--- src/sync_clamp_coast_pkg.sv ---
/*
  Constants for the sync, clamp and coast control register group:
  register addresses, field positions, writable masks and reset values.
  Assumes an 8-bit register address coming from the serial port decoder.
*/
package sync_clamp_coast_pkg;

  // ----------------------------------------------------------------
  // Register addresses
  // ----------------------------------------------------------------
  localparam logic [7:0] ADDR_GREEN_OFFSET = 8'h0c;
  localparam logic [7:0] ADDR_BLUE_OFFSET  = 8'h0d;
  localparam logic [7:0] ADDR_SYNC_CONTROL = 8'h0e;
  localparam logic [7:0] ADDR_CLAMP_COAST  = 8'h0f;
  localparam logic [7:0] ADDR_SOG_THRESH   = 8'h10;

  // ----------------------------------------------------------------
  // Writable bits and reset values
  // ----------------------------------------------------------------
  localparam logic [7:0] MASK_OFFSET      = 8'hfe;
  localparam logic [7:0] MASK_SYNC        = 8'hff;
  localparam logic [7:0] MASK_CLAMP_COAST = 8'hfe;
  localparam logic [7:0] MASK_SOG_THRESH  = 8'hf8;
  localparam logic [7:0] RST_OFFSET       = 8'h80;
  localparam logic [7:0] RST_SYNC         = 8'h00;
  localparam logic [7:0] RST_CLAMP_COAST  = 8'h4e;
  localparam logic [7:0] RST_SOG_THRESH   = 8'hb8;
  localparam logic [7:0] READ_ZERO        = 8'h00;

  // ----------------------------------------------------------------
  // Sync control fields
  // ----------------------------------------------------------------
  localparam int SC_HPOL_OVR  = 7;
  localparam int SC_HPOL      = 6;
  localparam int SC_HOUT_POL  = 5;
  localparam int SC_HSRC_OVR  = 4;
  localparam int SC_HSRC_SEL  = 3;
  localparam int SC_VOUT_NINV = 2;
  localparam int SC_VSRC_OVR  = 1;
  localparam int SC_VSRC_SEL  = 0;

  // ----------------------------------------------------------------
  // Clamp and coast fields
  // ----------------------------------------------------------------
  localparam int CC_CLAMP_SRC  = 7;
  localparam int CC_CLAMP_POL  = 6;
  localparam int CC_COAST_SRC  = 5;
  localparam int CC_COAST_OVR  = 4;
  localparam int CC_COAST_POL  = 3;
  localparam int CC_SEEK_LOWP  = 2;
  localparam int CC_PWR_N      = 1;

  // Slicer threshold field
  localparam int TH_MSB = 7;
  localparam int TH_LSB = 3;

endpackage

--- src/sync_clamp_coast_control.sv ---
/*
  Sync, clamp and coast control register group of a triple-channel video
  digitizer, with the sync routing that these registers steer.
  Assumes the serial port decoder delivers byte writes and reads on clk_sys,
  and that sync detectors and the slicer supply presence/polarity levels.
*/
`timescale 1ns/1ps
module sync_clamp_coast_control
  import sync_clamp_coast_pkg::*;
(
  // Clock and reset
  input  wire logic       clk_sys,
  input  wire logic       rst_b,
  // Register port from the serial decoder
  input  wire logic       reg_wr_en,
  input  wire logic [7:0] reg_addr,
  input  wire logic [7:0] reg_wdata,
  output logic      [7:0] reg_rdata,
  // Sync and control pins, asynchronous
  input  wire logic       hsync_pin,
  input  wire logic       sog_sync,
  input  wire logic       vsync_pin,
  input  wire logic       sep_vsync,
  input  wire logic       clamp_pin,
  input  wire logic       coast_pin,
  // Detector levels, asynchronous
  input  wire logic       hsync_present,
  input  wire logic       sog_present,
  input  wire logic       hsync_pol_detect,
  input  wire logic       coast_pol_detect,
  // Processed sync outputs
  output logic            pll_hsync,
  output logic            hsync_out,
  output logic            vsync_out,
  output logic            clamp_out,
  output logic            pll_coast,
  // Mode outputs
  output logic            seek_low_power_allow,
  output logic            full_chip_power_down_n,
  output logic      [4:0] sog_threshold,
  output logic      [7:0] green_offset,
  output logic      [7:0] blue_offset,
  // Status outputs
  output logic            auto_hsync_source_status,
  output logic            auto_vsync_source_status
);

  // ----------------------------------------------------------------
  // Input synchronisers
  // ----------------------------------------------------------------
  localparam int NSYNC = 10;

  logic [NSYNC-1:0] sync_meta;
  logic [NSYNC-1:0] sync_q;

  // Two flops for every asynchronous input
  always_ff @(posedge clk_sys or negedge rst_b) begin
    if (!rst_b) begin
      sync_meta <= '0;
      sync_q    <= '0;
    end else begin
      sync_meta <= {hsync_pin, sog_sync, vsync_pin, sep_vsync, clamp_pin,
                    coast_pin, hsync_present, sog_present, hsync_pol_detect,
                    coast_pol_detect};
      sync_q    <= sync_meta;
    end
  end

  wire hs_pin_s  = sync_q[9];
  wire sog_s     = sync_q[8];
  wire vs_pin_s  = sync_q[7];
  wire sep_vs_s  = sync_q[6];
  wire clamp_s   = sync_q[5];
  wire coast_s   = sync_q[4];
  wire hs_pres_s = sync_q[3];
  wire sog_pres_s = sync_q[2];
  wire hs_pol_s  = sync_q[1];
  wire co_pol_s  = sync_q[0];

  // ----------------------------------------------------------------
  // Register file
  // ----------------------------------------------------------------
  logic [7:0] green_offset_reg;
  logic [7:0] blue_offset_reg;
  logic [7:0] sync_control_reg;
  logic [7:0] clamp_coast_power_control_reg;
  logic [7:0] green_sync_slicer_threshold_reg;

  // Write decode
  wire wr_green  = reg_wr_en && (reg_addr == ADDR_GREEN_OFFSET);
  wire wr_blue   = reg_wr_en && (reg_addr == ADDR_BLUE_OFFSET);
  wire wr_sync   = reg_wr_en && (reg_addr == ADDR_SYNC_CONTROL);
  wire wr_clamp  = reg_wr_en && (reg_addr == ADDR_CLAMP_COAST);
  wire wr_thresh = reg_wr_en && (reg_addr == ADDR_SOG_THRESH);

  always_ff @(posedge clk_sys or negedge rst_b) begin
    if (!rst_b) begin
      green_offset_reg                <= RST_OFFSET;
      blue_offset_reg                 <= RST_OFFSET;
      sync_control_reg                <= RST_SYNC;
      clamp_coast_power_control_reg   <= RST_CLAMP_COAST;
      green_sync_slicer_threshold_reg <= RST_SOG_THRESH;
    end else begin
      if (wr_green)  green_offset_reg <= reg_wdata & MASK_OFFSET;
      if (wr_blue)   blue_offset_reg  <= reg_wdata & MASK_OFFSET;
      if (wr_sync)   sync_control_reg <= reg_wdata & MASK_SYNC;
      if (wr_clamp)  clamp_coast_power_control_reg <= reg_wdata & MASK_CLAMP_COAST;
      if (wr_thresh) green_sync_slicer_threshold_reg <= reg_wdata & MASK_SOG_THRESH;
    end
  end

  // Read selection, unmapped addresses read zero
  // register readback
  wire [7:0] rdata_next =
    (reg_addr == ADDR_GREEN_OFFSET) ? green_offset_reg :
    (reg_addr == ADDR_BLUE_OFFSET)  ? blue_offset_reg :
    (reg_addr == ADDR_SYNC_CONTROL) ? sync_control_reg :
    (reg_addr == ADDR_CLAMP_COAST)  ? clamp_coast_power_control_reg :
    (reg_addr == ADDR_SOG_THRESH)   ? green_sync_slicer_threshold_reg :
                                      READ_ZERO;

  // ----------------------------------------------------------------
  // Hsync source and polarity
  // ----------------------------------------------------------------
  wire [7:0] sc = sync_control_reg;
  wire [7:0] cc = clamp_coast_power_control_reg;

  // Normalise a sync level to active high; pol 1 means already active high.
  // Shared by the hsync and coast paths so both read polarity alike.
  function automatic logic to_active_high(input logic lvl, input logic pol);
    return lvl ^ ~pol;
  endfunction

  // select bit breaks the tie when both present
  wire auto_hs_next = (hs_pres_s && sog_pres_s) ? sc[SC_HSRC_SEL] :
                      (sog_pres_s && !hs_pres_s);

  wire hs_src   = sc[SC_HSRC_OVR] ? sc[SC_HSRC_SEL] : auto_hs_next;
  wire hs_raw   = hs_src ? sog_s : hs_pin_s;

  wire hs_pol   = sc[SC_HPOL_OVR] ? sc[SC_HPOL] : hs_pol_s;
  wire hs_act   = to_active_high(hs_raw, hs_pol);

  // output polarity, 1 gives low pulse
  wire hs_out_next = hs_act ^ sc[SC_HOUT_POL];

  // ----------------------------------------------------------------
  // Vsync source and inversion
  // ----------------------------------------------------------------
  // automatic vsync follows sync-on-green use
  wire auto_vs_next = hs_src;

  wire vs_src   = sc[SC_VSRC_OVR] ? sc[SC_VSRC_SEL] : auto_vs_next;
  wire vs_sel   = vs_src ? sep_vs_s : vs_pin_s;

  wire vs_out_next = sc[SC_VOUT_NINV] ? vs_sel : ~vs_sel;

  // ----------------------------------------------------------------
  // Clamp and coast
  // ----------------------------------------------------------------
  // clamp source
  wire clamp_next = cc[CC_CLAMP_SRC] ? (clamp_s ^ cc[CC_CLAMP_POL]) : hs_act;

  wire coast_raw  = cc[CC_COAST_SRC] ? vs_sel : coast_s;

  wire coast_pol  = cc[CC_COAST_OVR] ? cc[CC_COAST_POL] : co_pol_s;
  wire coast_next = to_active_high(coast_raw, coast_pol);

  // ----------------------------------------------------------------
  // Output flops
  // ----------------------------------------------------------------
  always_ff @(posedge clk_sys or negedge rst_b) begin
    if (!rst_b) begin
      reg_rdata                <= READ_ZERO;
      pll_hsync                <= 1'b0;
      hsync_out                <= 1'b0;
      vsync_out                <= 1'b0;
      clamp_out                <= 1'b0;
      pll_coast                <= 1'b0;
      seek_low_power_allow     <= RST_CLAMP_COAST[CC_SEEK_LOWP];
      full_chip_power_down_n   <= RST_CLAMP_COAST[CC_PWR_N];
      sog_threshold            <= RST_SOG_THRESH[TH_MSB:TH_LSB];
      green_offset             <= RST_OFFSET;
      blue_offset              <= RST_OFFSET;
      auto_hsync_source_status <= 1'b0;
      auto_vsync_source_status <= 1'b0;
    end else begin
      reg_rdata                <= rdata_next;
      pll_hsync                <= hs_act;
      hsync_out                <= hs_out_next;
      vsync_out                <= vs_out_next;
      clamp_out                <= clamp_next;
      pll_coast                <= coast_next;
      seek_low_power_allow     <= cc[CC_SEEK_LOWP];
      full_chip_power_down_n   <= cc[CC_PWR_N];
      sog_threshold            <= green_sync_slicer_threshold_reg[TH_MSB:TH_LSB];
      green_offset             <= green_offset_reg;
      blue_offset              <= blue_offset_reg;
      auto_hsync_source_status <= auto_hs_next;
      auto_vsync_source_status <= auto_vs_next;
    end
  end

endmodule

--- config.mk ---
export PLATFORM = sky130hd
export DESIGN_NAME = sync_clamp_coast_control
export DESIGN_NICKNAME = d
export VERILOG_FILES = /design/src/sync_clamp_coast_pkg.sv /design/src/sync_clamp_coast_control.sv
export SDC_FILE = /design/constraint.sdc
export NUM_CORES = 1
export LEC_CHECK = 0
export BUFFER_PORTS_ARGS = -buffer_cell sky130_fd_sc_hd__buf_2
export CORE_UTILIZATION = 58
export DETAILED_ROUTE_END_ITERATION = 8
export PLACE_DENSITY_LB_ADDON = 0.2
export SYNTH_ARGS = -nofsm -noshare
export SYNTH_HDL_FRONTEND = slang
export SYNTH_SLANG_ARGS = --single-unit
--- constraint.sdc ---
create_clock -name clk_sys -period 3 [get_ports clk_sys]
set_clock_uncertainty 0.05 [all_clocks]
set_input_delay 0.15 -clock clk_sys [delete_from_list [all_inputs] [get_ports clk_sys]]
set_output_delay 0.15 -clock clk_sys [all_outputs]
set_load 0.03 [all_outputs]
# After elaboration in Yosys (flattened, before gate mapping)
# Index checks and enable logic that the tools add are counted.
# op_classes
eq_ne	5
mux	15
bitwise	7
reduce_logical	8
# ops
operator	count
8-bit two-way mux	5
8-bit by 4-bit == test with 1-bit output (second input constant)	4
1-bit two-way mux	10
8-bit by 5-bit == test with 1-bit output (second input constant)	1
1-bit logical AND	7
1-bit XOR	4
1-bit inverter	3
1-bit logical NOT	1
# word_totals
reg_bits	90
in_bits	29
out_inout_bits	38
elab_cells	55

# Depth between registers and ports, before layout
# Gate-level depths: netlist (run 1).
# depth
depth_word	8
depth_mapped	6

# Worst setup path before layout (run 1)
# Ideal clock, no wire load.
# synth_path
path_type	reg-to-reg
from	register sync_control_reg[4] (netlist: sc[4])
to	register hsync_out
setup_ns	0.134
arrival_ns	1.465
required_time_ns	2.816
slack_ns	1.352
stages_incl_launch_ff	5
period_less_slack_ns	1.648
path_cell_list	dfrtp_1 -> o21ba_2 -> or3b_1 -> and2_4 -> xnor3_1
# synth_via
elab_chain_len	4
# synth_lines
element	line	text
start: declaration	sync_clamp_coast_control.sv:85	logic [7:0] sync_control_reg;
start signal: assignment	sync_clamp_coast_control.sv:106	if (wr_sync) sync_control_reg <= reg_wdata & MASK_SYNC;
1-bit two-way mux	sync_clamp_coast_control.sv:138	wire hs_src = sc[SC_HSRC_OVR] ? sc[SC_HSRC_SEL] : auto_hs_next;
1-bit two-way mux	sync_clamp_coast_control.sv:139	wire hs_raw = hs_src ? sog_s : hs_pin_s;
1-bit XOR	sync_clamp_coast_control.sv:131	return lvl ^ ~pol;
1-bit XOR	sync_clamp_coast_control.sv:145	wire hs_out_next = hs_act ^ sc[SC_HOUT_POL];
named net hs_out_next	sync_clamp_coast_control.sv:145	
end signal: assignment	sync_clamp_coast_control.sv:190	hsync_out <= hs_out_next;
end: declaration	sync_clamp_coast_control.sv:33	output logic hsync_out,
# The timed path passes the listed nets, and every way through them passes these cells.
# A chain may end at the register's enable or synchronous reset.

# Worst setup path after layout (run 1)
# Same ends and word-level chain as after synthesis.

==> results.md, run 1 <==
- Status: complete, no violations
- Critical path capture point type: register
- P_leak: a little over 0.002 uW
- Number of synthesized flops with an enable pin: 0
- Layout cell share with drive strength beyond 1: 0.4765
- Synthesized area: 0.003343 mm2
- Reg-to-reg setup timing slack: about 1.3 ns
- Hold Fails Final Rpt: 0
- Max Used Layer: met4
- Worst setup SP type: register
- Largest family of logic cells by synthesized area: multiplexers
- First-pass GRT wire length: between 9000 and 10000 um
- Ys flop type: dfrtp_1
- GRT overflow: 0
- Pre-antenna DRT Iters: 4
- Xor/xnor share of the synthesized area: 0.01722
- Setup CP Type: register to register
- Initial antenna violation count: 0
- Final Max Slew Viols: 0
- Routed WL: just under 6000 um
- CTS Buf Count: 9
- Synth Area in Adders: 0
- Worst VDD drop: around 0.00047 V
- Via count: approximately 2000
- Max_slew headroom: 0.2999
- Clk sinks: 90
- Post-Syn Area per Cell: 15.62 um2
- Top cells by area, synth: dfrtp_1, dfstp_2, mux2_2
- Routed Antenna Nets: 0
- Nets: around 320
- Post-synthesis compound-gate area fraction: 0.06475
- Arrival @ worst endpoint: just under 2 ns
- Final Setup Violations: 0
- # rows: 27
- Metal-1 WL: ~2700 um
- Core area: between 0.005 and 0.006 mm2
- Share of Yosys cell area claimed by the top area cell type: 0.5389
- Hold Crit Class: input port to register
- Post-synthesis register bit count: 90
- Synth cell types: between 40 and 50
- Tot Pwr: between 2000 and 2500 uW
- Initial Util: 0.6034
- CTS tree: done
- CTS Buffer Depth: 2
- RSZ-0062 raised after global routing: false
- CP required: approximately 3.2 ns
- DR WL/cell: around 16 um
- Total GRT Usage: 0.2210
- Fin crit share: 0.5821
- Commonest non-fill, non-tap cell in the layout: dfrtp_1
- Vias in the first global route: around 2000
- Clock transition at the registers of the reported paths: approximately 0.090 ns
- Fin Setup TNS: 0 ns
- Chip height: between 70 and 80 um
- Vias per Instance: between 5 and 6
- RePlAce Congestion: slightly above 0.8
- Max-Cap Viols: 0
- # IOs: 67
- Synth-to-Final Area Change: 21.11%
- Port bufs: 64
- Final worst path period need: roughly 1.7 ns
- Yosys warns: 0
- Largest net degree at the start of global routing: around 90
- Max FO, Critical Path: 6
- Cells after synthesis: ~210
- FFs w/ async S/R, synth: 1.000
- Worst Max-Slew Pin Slew: approximately 1.1 ns
- H-tree depth: 3
- Most frequent cells in the layout: dfrtp_1, buf_2, mux2_2
- Yosys top cell by area: dfrtp_1
- Pwr Density: 593.0 mW/mm2
- Starting DRT DRC Count: 129
- Metal3 WL: about 260 um
- Peak Freq: between 500 and 600 MHz
- Die width: about 80 um
- Post-CTS Setup Repair Bufs: 0
- Detail Route met2 WL: roughly 2800 um
- Dpl hpwl: ~3800 um
- DRC violations left: 0
- Seq/Total Area, Yosys: 0.6804
- Die footprint: between 0.006 and 0.007 mm2
- Simple-Gate Fraction of Synth Area: 0.07260
- Root cell of the clock tree: clkbuf_8
- Mux share of post-synthesis cell area: 0.1460
- Diodes inserted: 0
- Clk Latency, worst-skew pair: roughly 0.35 ns
## cell type report
cell class,count,area (um2)
Sequential cell,90,2275
Multi-Input combinational cell,113,1012
Fill cell,373,1491
Inverter,3,11.26
Tap cell,72,90.09
Timing Repair Buffer,76,442.9
Clock buffer,9,123.9
Clock inverter,7,93.84
## path summary, 6_finish.rpt
kind / depth (start not counted) / to / start
max: 4 / hsync_out / sc[4]
min: 2 / green_offset_reg[1] / reg_wdata[1]
max reg2reg: 4 / hsync_out / sc[4]
min reg2reg: 0 / sync_q[5] / sync_meta[5]
max in group asynchronous: 2 / cc[7] / rst_b
min in group asynchronous: 2 / green_offset[4] / rst_b
## synth_stat cells, types with 2 or more instances
cell / number
nor2_1: 6
a211oi_1: 3
mux4_2: 2
o21ai_0: 8
buf_2: 6
o2bb2ai_1: 3
a21oi_1: 2
nor3_1: 3
mux2i_1: 6
inv_1: 3
xnor2_1: 3
dfstp_2: 18
nand2_1: 5
and3_1: 4
dfrtp_1: 72
mux2_2: 34
buf_4: 2
a21o_1: 3
nand3_2: 2
a2bb2oi_1: 3
## power by group
group	total, uW	internal (uW)	switching [uW]	leakage (uW)
clock network	876	467	410	0.000105
logic	217	83.4	133	0.000782
registers	1310	1280	29.1	0.00112
## worst max-delay path, stage by stage (launching register included)
cell     delay [ns]
dfrtp_1        0.41
o21ba_2        0.26
or3b_1         0.40
and2_4         0.17
xnor3_1        0.33
## per-stage QoR
step / hold WS (ns) / worst slack (ns) / cells / instance area [um2] / utilization
after floorplan: -0.1956 / 1.352 / 215 / 3347 / -
after global placement: 0.2073 / 1.205 / 342 / 3711 / 0.6698
after detailed placement: 0.2093 / 1.138 / 342 / 3711 / 0.6698
after CTS: 0.01636 / 1.252 / 370 / 4049 / 0.7308
after global routing: 0.02850 / 1.207 / 370 / 4049 / 0.7308
final: 0.02779 / 1.254 / 370 / 4049 / 0.7308
## cells by family after synthesis
| logic type | count (synthesis) |
|---|---|
| xor+xnor | 5 |
| flops | 90 |
| simple gates | 34 |
| mux | 42 |
| buf+inv | 12 |
| compound gates | 30 |
| other cells | 1 |
## per-layer routing
| metal | up-vias | track usage |
|---|---|---|
| met5 | - | 0 |
| met4 | 0 | 0.1167 |
| met3 | 11 | 0.04235 |
| met2 | 60 | 0.3469 |
| met1 | 999 | 0.2950 |
| li1 | 914 | - |
## repair_timing
| item | 4_1_cts | 5_1_grt |
|---|---|---|
| gates resized for setup | 0 | 0 |
| hold endpoints to repair | 83 | 0 |
| hold buffers | 12 | 0 |
(Power assumes the default switching activity.)
==> run 2: changes to the inputs <==
--- a/config.mk
+++ b/config.mk
@@ -6,7 +6,7 @@
 export NUM_CORES = 1
 export LEC_CHECK = 0
 export BUFFER_PORTS_ARGS = -buffer_cell sky130_fd_sc_hd__buf_2
-export CORE_UTILIZATION = 58
+export CORE_UTILIZATION = 49
 export DETAILED_ROUTE_END_ITERATION = 8
 export PLACE_DENSITY_LB_ADDON = 0.2
 export SYNTH_ARGS = -nofsm -noshare
==> constraint.sdc (replaced) <==
create_clock -name clk_sys -period 1.5 [get_ports clk_sys]
set_clock_uncertainty 0.05 [all_clocks]
set_input_delay 0.075 -clock clk_sys [delete_from_list [all_inputs] [get_ports clk_sys]]
set_output_delay 0.075 -clock clk_sys [all_outputs]
set_load 0.03 [all_outputs]
==> run 2 against run 1 <==
Against the previous run:
- the run now ends with design-rule violations, negative setup slack left
- largest cell class unchanged
- first-iteration DRC count shrank 45%
- sequential power grew 100%
- via count grew 6.1%
- final cell count grew 7.8%
- largest power group unchanged
- fmax grew 14%
- clock power grew 56%
- critical path depth is the same
- critical endpoint is now clamp_out
==> results.md, run 2 (synthesis results as in run 1) <==
- DP Area: 0.003856 mm2 (was 0.003711 mm2)
- Worst VDD drop: 0.0005885 V (was 0.0004697 V)
- Initial antenna violation count: 0 (unchanged)
- Final Setup Violations: 2 (was 0)
- Vias in the first global route: 2185 (was 1959)
- Starting DRT DRC Count: 71 (was 129)
- Final setup margin: -0.03629 ns (was 1.254 ns)
- Reg2Reg Capture Point: clamp_out (was hsync_out)
- Layout Cells excl Fill: 399 (was 370)
- # rows: 29 (was 27)
- Diodes inserted: 0 (unchanged)
- Max-Cap Viols: 0 (unchanged)
- Final Max Slew Viols: 0 (unchanged)
- RSZ-0062 raised after global routing: true (was false)
- Reg-to-reg setup timing slack: -0.04 ns (was 1.25 ns)
- Hold Crit Class: input port to register (unchanged)
- Status: finished with violations (was complete, no violations)
- Vias per Instance: 5.278 (was 5.362)
- Arrival @ worst endpoint: 1.74 ns (was 1.93 ns)
- Initial Util: 0.5176 (was 0.6034)
- Hold path depth: 3 (was 2)
- Slowest cell on crit path: dfrtp_1 (unchanged)
- Synth-to-Final Area Change: 26.46% (was 21.11%)
- Die footprint: 0.007157 mm2 (was 0.006072 mm2)
- Critical R2R Launch: sc[4] (unchanged)
- Placed insts: 363 (was 342)
- Total GRT Usage: 0.2032 (was 0.2210)
- Slowest stage delay, CP: 0.41 ns (about the same)
- CTS Buffer Depth: 2 (unchanged)
- DRC violations left: 4 (was 0)
- Layout cell share with drive strength beyond 1: 0.4876 (was 0.4765)
- Commonest non-fill, non-tap cell in the layout: dfrtp_1 (unchanged)
- Dpl hpwl: 4309 um (was 3847 um)
- Routed WL: 6380 um (was 5900 um)
- Setup CP Type: register to register (unchanged)
- DP Worst Slack: -0.06714 ns (was 1.138 ns)
- CTS tree: done (unchanged)
- Clk Latency, worst-skew pair: 0.35 ns (about the same)
- RePlAce Congestion: 0.7686 (was 0.8070)
- Core area: 0.006459 mm2 (was 0.005540 mm2)
- Hold Fails Final Rpt: 0 (unchanged)
- Fin crit share: 1.024 (was 0.5821)
- Hold Path Sink: cc[2] (was green_offset_reg[1])
- CTS Buf Count: 9 (unchanged)
- Peak Freq: 650.9 MHz (was 572.7 MHz)
- Die width: 84.60 um (was 77.92 um)
- Final instance area: 0.004228 mm2 (was 0.004049 mm2)
- Most frequent cells in the layout: dfrtp_1, buf_2, mux2_2 (unchanged)
- Final worst path period need: 1.536 ns (was 1.746 ns)
- Root cell of the clock tree: clkbuf_8 (unchanged)
- Failing checks: design-rule violations, negative setup slack
- Top delay family on crit path: simple AND/OR/NAND/NOR gates (unchanged)
- Clk sinks: 90 (unchanged)
- GRT overflow: 0 (unchanged)
- Number of fill cells: 501 (was 373)
- Largest net degree at the start of global routing: 91 (unchanged)
- Port bufs: 64 (unchanged)
- Pwr Density: 1058 mW/mm2 (was 593.0 mW/mm2)
- CP Buf/Inv Count: 0 (unchanged)
- Via count: 2106 (was 1984)
- First-pass GRT wire length: 10720 um (was 9784 um)
- Max FO, Critical Path: 6 (unchanged)
- Clock transition at the registers of the reported paths: 0.08 ns (was 0.09 ns)
- Critical Path, Cell by Cell: o21ba_4 -> or3b_4 -> and2_4 -> a221oi_2 (was o21ba_2 -> or3b_1 -> and2_4 -> xnor3_1)
- P_leak: 0.002114 uW (was 0.002012 uW)
- Critical path capture point type: register (unchanged)
- Nets: 346 (was 322)
- Chip height: 84.60 um (was 77.92 um)
- Routed Antenna Nets: 0 (unchanged)
- Cells on worst reg2reg path: 4 (unchanged)
- # IOs: 67 (unchanged)
- Min-delay src: reg_addr[0] (was reg_wdata[1])
- Pre-antenna DRT Iters: 8 (was 4)
- H-tree depth: 3 (unchanged)
- Final hold slack: 0.1829 ns (was 0.02779 ns)
- CP required: 1.71 ns (was 3.18 ns)
- Worst setup SP type: register (unchanged)
- Post-CTS Setup Repair Bufs: 0 (unchanged)
- DR WL/cell: 15.99 um (was 15.95 um)
==> run 2: power by group <==
part / switching [uW] / leakage (uW) / internal, uW
clock network: 770 / 0.0000784 / 601
logic: 280 / 0.000911 / 207
registers: 58.3 / 0.00112 / 2560
total: 1110 / 0.00211 / 3370
==> run 2: per-stage QoR <==
step | TNS [ns] | total power (uW) | utilization
floorplan | 0 | 2901 | -
global placement | -0.04784 | 3098 | 0.5971
detailed placement | -0.1714 | 3107 | 0.5971
CTS | -0.07886 | 4519 | 0.6527
global route | -0.3159 | 4673 | 0.6546
finish | -0.06340 | 4475 | 0.6546
==> run 2: how the worst max path moves through the flow <==
stage                         start        end  slack (ns)  cells past startpoint
after global routing          sc[4]  clamp_out       -0.10                      4
after CTS                 sync_q[3]  clamp_out       -0.05                      4
after detailed placement  sync_q[3]  clamp_out       -0.07                      4
after floorplan               sc[4]  clamp_out       0.005                      4
final                         sc[4]  clamp_out       -0.04                      4
after global placement    sync_q[3]  clamp_out       -0.02                      4
==> run 2: timing repair <==
action | 4_1_cts | 5_1_grt
resized for setup | 1 | 3
pin swaps | 1 | 1
setup endpoints to repair | 2 | 5
hold buffers | 20 | 0
hold endpoints to repair | 117 | 0
==> run 2: cell type report <==
cell class                      instances  area (um2)  share of cell area
Tap cell                               77       96.34             0.02279
Sequential cell                        90        2275              0.5380
Clock buffer                           14       142.6             0.03374
Multi-Input combinational cell        113        1037              0.2453
Clock inverter                          2       10.01            0.002368
Inverter                                3       11.26            0.002664
Timing Repair Buffer                  100       655.6              0.1551
==> run 2: worst register-to-register path, delay by kind of cell (launching register included) <==
kind | cells | cell delay [ns]
AOI/OAI and AO/OA | 2 | 0.45
DFF | 1 | 0.41
and+or+nand+nor | 2 | 0.53
==> run 2: layer usage <==
layer | vias up | routed length (um) | global-route usage
met1 | 1066 | 2834 | 0.2610
met5 | - | 0 | 0
li1 | 965 | - | -
met4 | 0 | 169 | 0.1063
met2 | 60 | 3109 | 0.3252
met3 | 15 | 266 | 0.04621
==> run 3: changes to the inputs <==
--- a/config.mk
+++ b/config.mk
@@ -7,6 +7,7 @@
 export LEC_CHECK = 0
 export BUFFER_PORTS_ARGS = -buffer_cell sky130_fd_sc_hd__buf_2
 export CORE_UTILIZATION = 49
+export CTS_BUF_LIST = sky130_fd_sc_hd__clkbuf_4 sky130_fd_sc_hd__clkbuf_8 sky130_fd_sc_hd__clkbuf_16
 export DETAILED_ROUTE_END_ITERATION = 8
 export PLACE_DENSITY_LB_ADDON = 0.2
 export SYNTH_ARGS = -nofsm -noshare
==> run 3 against run 2 <==
Against the previous run:
- core utilization grew 0.29 points
- largest cell class unchanged
- non-clock buffer count did not move
- first-iteration DRC count rose by 39%
- the flow still finishes with violations (design-rule violations, negative setup slack)
- power up 2.1%
- highest routed layer unchanged
- sequential power barely moved
- cell area rose by 0.44%
- sequential share of layout area decreased by 0.24 points
==> results.md, run 3 (synthesis results as in run 1) <==
- Post-CTS Setup Repair Bufs: 0 (unchanged)
- Worst VDD drop: 0.0007202 V (was 0.0005885 V)
- Pwr Density: 1076 mW/mm2 (was 1058 mW/mm2)
- Metal3 WL: 251 um (was 266 um)
- Die footprint: 0.007157 mm2 (unchanged)
- Failing checks: design-rule violations, negative setup slack (unchanged)
- Diodes inserted: 0 (unchanged)
- Critical path capture point type: register (unchanged)
- Pre-antenna DRT Iters: 8 (unchanged)
- Hold Crit Class: input port to register (unchanged)
- Hold Fails Final Rpt: 0 (unchanged)
- P_leak: 0.002132 uW (was 0.002114 uW)
- CTS Buffer Depth: 2 (unchanged)
- Chip height: 84.60 um (unchanged)
- Fin Setup TNS: -0.07217 ns (was -0.06340 ns)
- Peak Freq: 649.2 MHz (was 650.9 MHz)
- Root cell of the clock tree: clkbuf_8 (unchanged)
- CP required: 1.71 ns (about the same)
- CP endpoint: clamp_out (unchanged)
- Arrival @ worst endpoint: 1.75 ns (was 1.74 ns)
- CTS tree: done (unchanged)
- Vias per Instance: 5.223 (was 5.278)
- Max-Cap Viols: 0 (unchanged)
- Routed Antenna Nets: 0 (unchanged)
- CTS Buf Count: 9 (unchanged)
- RePlAce Congestion: 0.7686 (unchanged)
- Critical Path, Cell by Cell: o21ba_4 -> or3b_4 -> and2_4 -> a221oi_2 (unchanged)
- Placed insts: 363 (unchanged)
- Slowest stage delay, CP: 0.41 ns (about the same)
- Clk Latency, worst-skew pair: 0.35 ns (about the same)
- Final setup margin: -0.04045 ns (was -0.03629 ns)
- DP Worst Slack: -0.06714 ns (unchanged)
- Layout cell share with drive strength beyond 1: 0.5031 (was 0.4876)
- Initial antenna violation count: 0 (unchanged)
- DR WL/cell: 15.92 um (was 15.99 um)
- Setup CP Type: register to register (unchanged)
- Routed WL: 6354 um (was 6380 um)
- Max Used Layer: met4 (unchanged)
- # IOs: 67 (unchanged)
- Total GRT Usage: 0.2034 (was 0.2032)
- Cells on worst reg2reg path: 4 (unchanged)
- Status: finished with violations (unchanged)
- Vias in the first global route: 2183 (was 2185)
- Fin crit share: 1.027 (was 1.024)
- Cell depth of the worst setup path: 4 (unchanged)
- Slowest cell on crit path: dfrtp_1 (unchanged)
- Core area: 0.006459 mm2 (unchanged)
- Reg-to-reg setup timing slack: -0.04 ns (about the same)
- Metal-1 WL: 2843 um (was 2834 um)
- Commonest non-fill, non-tap cell in the layout: dfrtp_1 (unchanged)
- GRT overflow: 0 (unchanged)
- Most frequent cells in the layout: dfrtp_1, buf_2, mux2_2 (unchanged)
- Final Max Slew Viols: 0 (unchanged)
- Starting DRT DRC Count: 99 (was 71)
- Clock transition at the registers of the reported paths: 0.08 ns (about the same)
- Reg2Reg Capture Point: clamp_out (unchanged)
- Dpl hpwl: 4309 um (unchanged)
- First-pass GRT wire length: 10730 um (was 10720 um)
- Worst setup SP type: register (unchanged)
- Clk sinks: 90 (unchanged)
- H-tree depth: 3 (unchanged)
- Final worst path period need: 1.540 ns (was 1.536 ns)
- Nets: 346 (unchanged)
- Port bufs: 64 (unchanged)
- Initial Util: 0.5176 (unchanged)
- Die width: 84.60 um (unchanged)
- Layout Cells excl Fill: 399 (unchanged)
- Critical R2R Launch: sc[4] (unchanged)
- FF/Latch Area: 0.002275 mm2 (unchanged)
- Max FO, Critical Path: 6 (unchanged)
- Top delay family on crit path: simple AND/OR/NAND/NOR gates (unchanged)
- Detail Route met2 WL: 3090 um (was 3109 um)
- # rows: 29 (unchanged)
- Final core utilization: 0.6575 (was 0.6546)
- Largest net degree at the start of global routing: 91 (unchanged)
- Multi-input gate area: 0.001037 mm2 (unchanged)
- Final Setup Violations: 2 (unchanged)
- Worst setup path startpoint: sc[4] (unchanged)
- Via count: 2084 (was 2106)
- RSZ-0062 raised after global routing: true (unchanged)
- DRC violations left: 4 (unchanged)
- CP Buf/Inv Count: 0 (unchanged)
- Number of fill cells: 500 (was 501)
- Synth-to-Final Area Change: 27.02% (was 26.46%)
-- run 3: cell count changes in the layout (fill, tap and decap cells not counted) --
cell      change
clkbuf_1      -5
clkbuf_4      +5
-- run 3: metrics by stage --
stage,cell area [um2],power (uW),hold slack (ns)
floorplan,3353,2901,-0.2706
global placement,3856,3098,0.09596
detailed placement,3856,3107,0.1008
CTS,4234,4612,0.1774
global route,4247,4766,0.1864
finish,4247,4568,0.1828
-- run 3: tightest hold or removal path, delay by kind of cell --
family | cells | cell delay (ns)
multiplexers | 1 | 0.17
buffers and inverters | 1 | 0.16
AND/OR/NAND/NOR | 1 | 0.15
-- run 3: worst min path at each step --
stage	start	depth (start not counted)	endpoint
after floorplan	rst_b	0	auto_hsync_source_status
after global placement	rst_b	2	blue_offset[1]
after detailed placement	rst_b	2	green_offset[4]
after CTS	reg_addr[0]	3	cc[2]
after global routing	reg_addr[0]	3	cc[7]
final	reg_addr[0]	3	cc[1]
-- run 3: final cells by class --
| class | instances | share of cell area |
|---|---|---|
| clock inverter | 2 | 0.002357 |
| multi-input combinational | 113 | 0.2443 |
| tap | 77 | 0.02269 |
| clock buffer | 14 | 0.03801 |
| timing repair buffer | 100 | 0.1544 |
| inverter | 3 | 0.002652 |
| sequential | 90 | 0.5357 |
-- run 3: per-layer routing --
layer / vias to the layer above / track usage
met3: 15 / 0.04621
met2: 58 / 0.3252
li1: 966 / -
met5: - / 0
met4: 0 / 0.1063
met1: 1045 / 0.2617
-- run 3: report_power, final --
part / leakage, uW / total [uW] / switching (uW) / internal, uW
Clock: 0.0000955 / 1470 / 774 / 692
Sequential: 0.00112 / 2620 / 57.8 / 2560
Combinational: 0.000911 / 487 / 279 / 207
Total: 0.00213 / 4570 / 1110 / 3460
-- run 3: what timing repair did --
action / in CTS / in global routing
endpoints found under the setup margin: 3 / 5
hold buffers: 20 / 0
pin swaps: 1 / 1
resized for setup: 1 / 3
endpoints found under the hold margin: 117 / 0
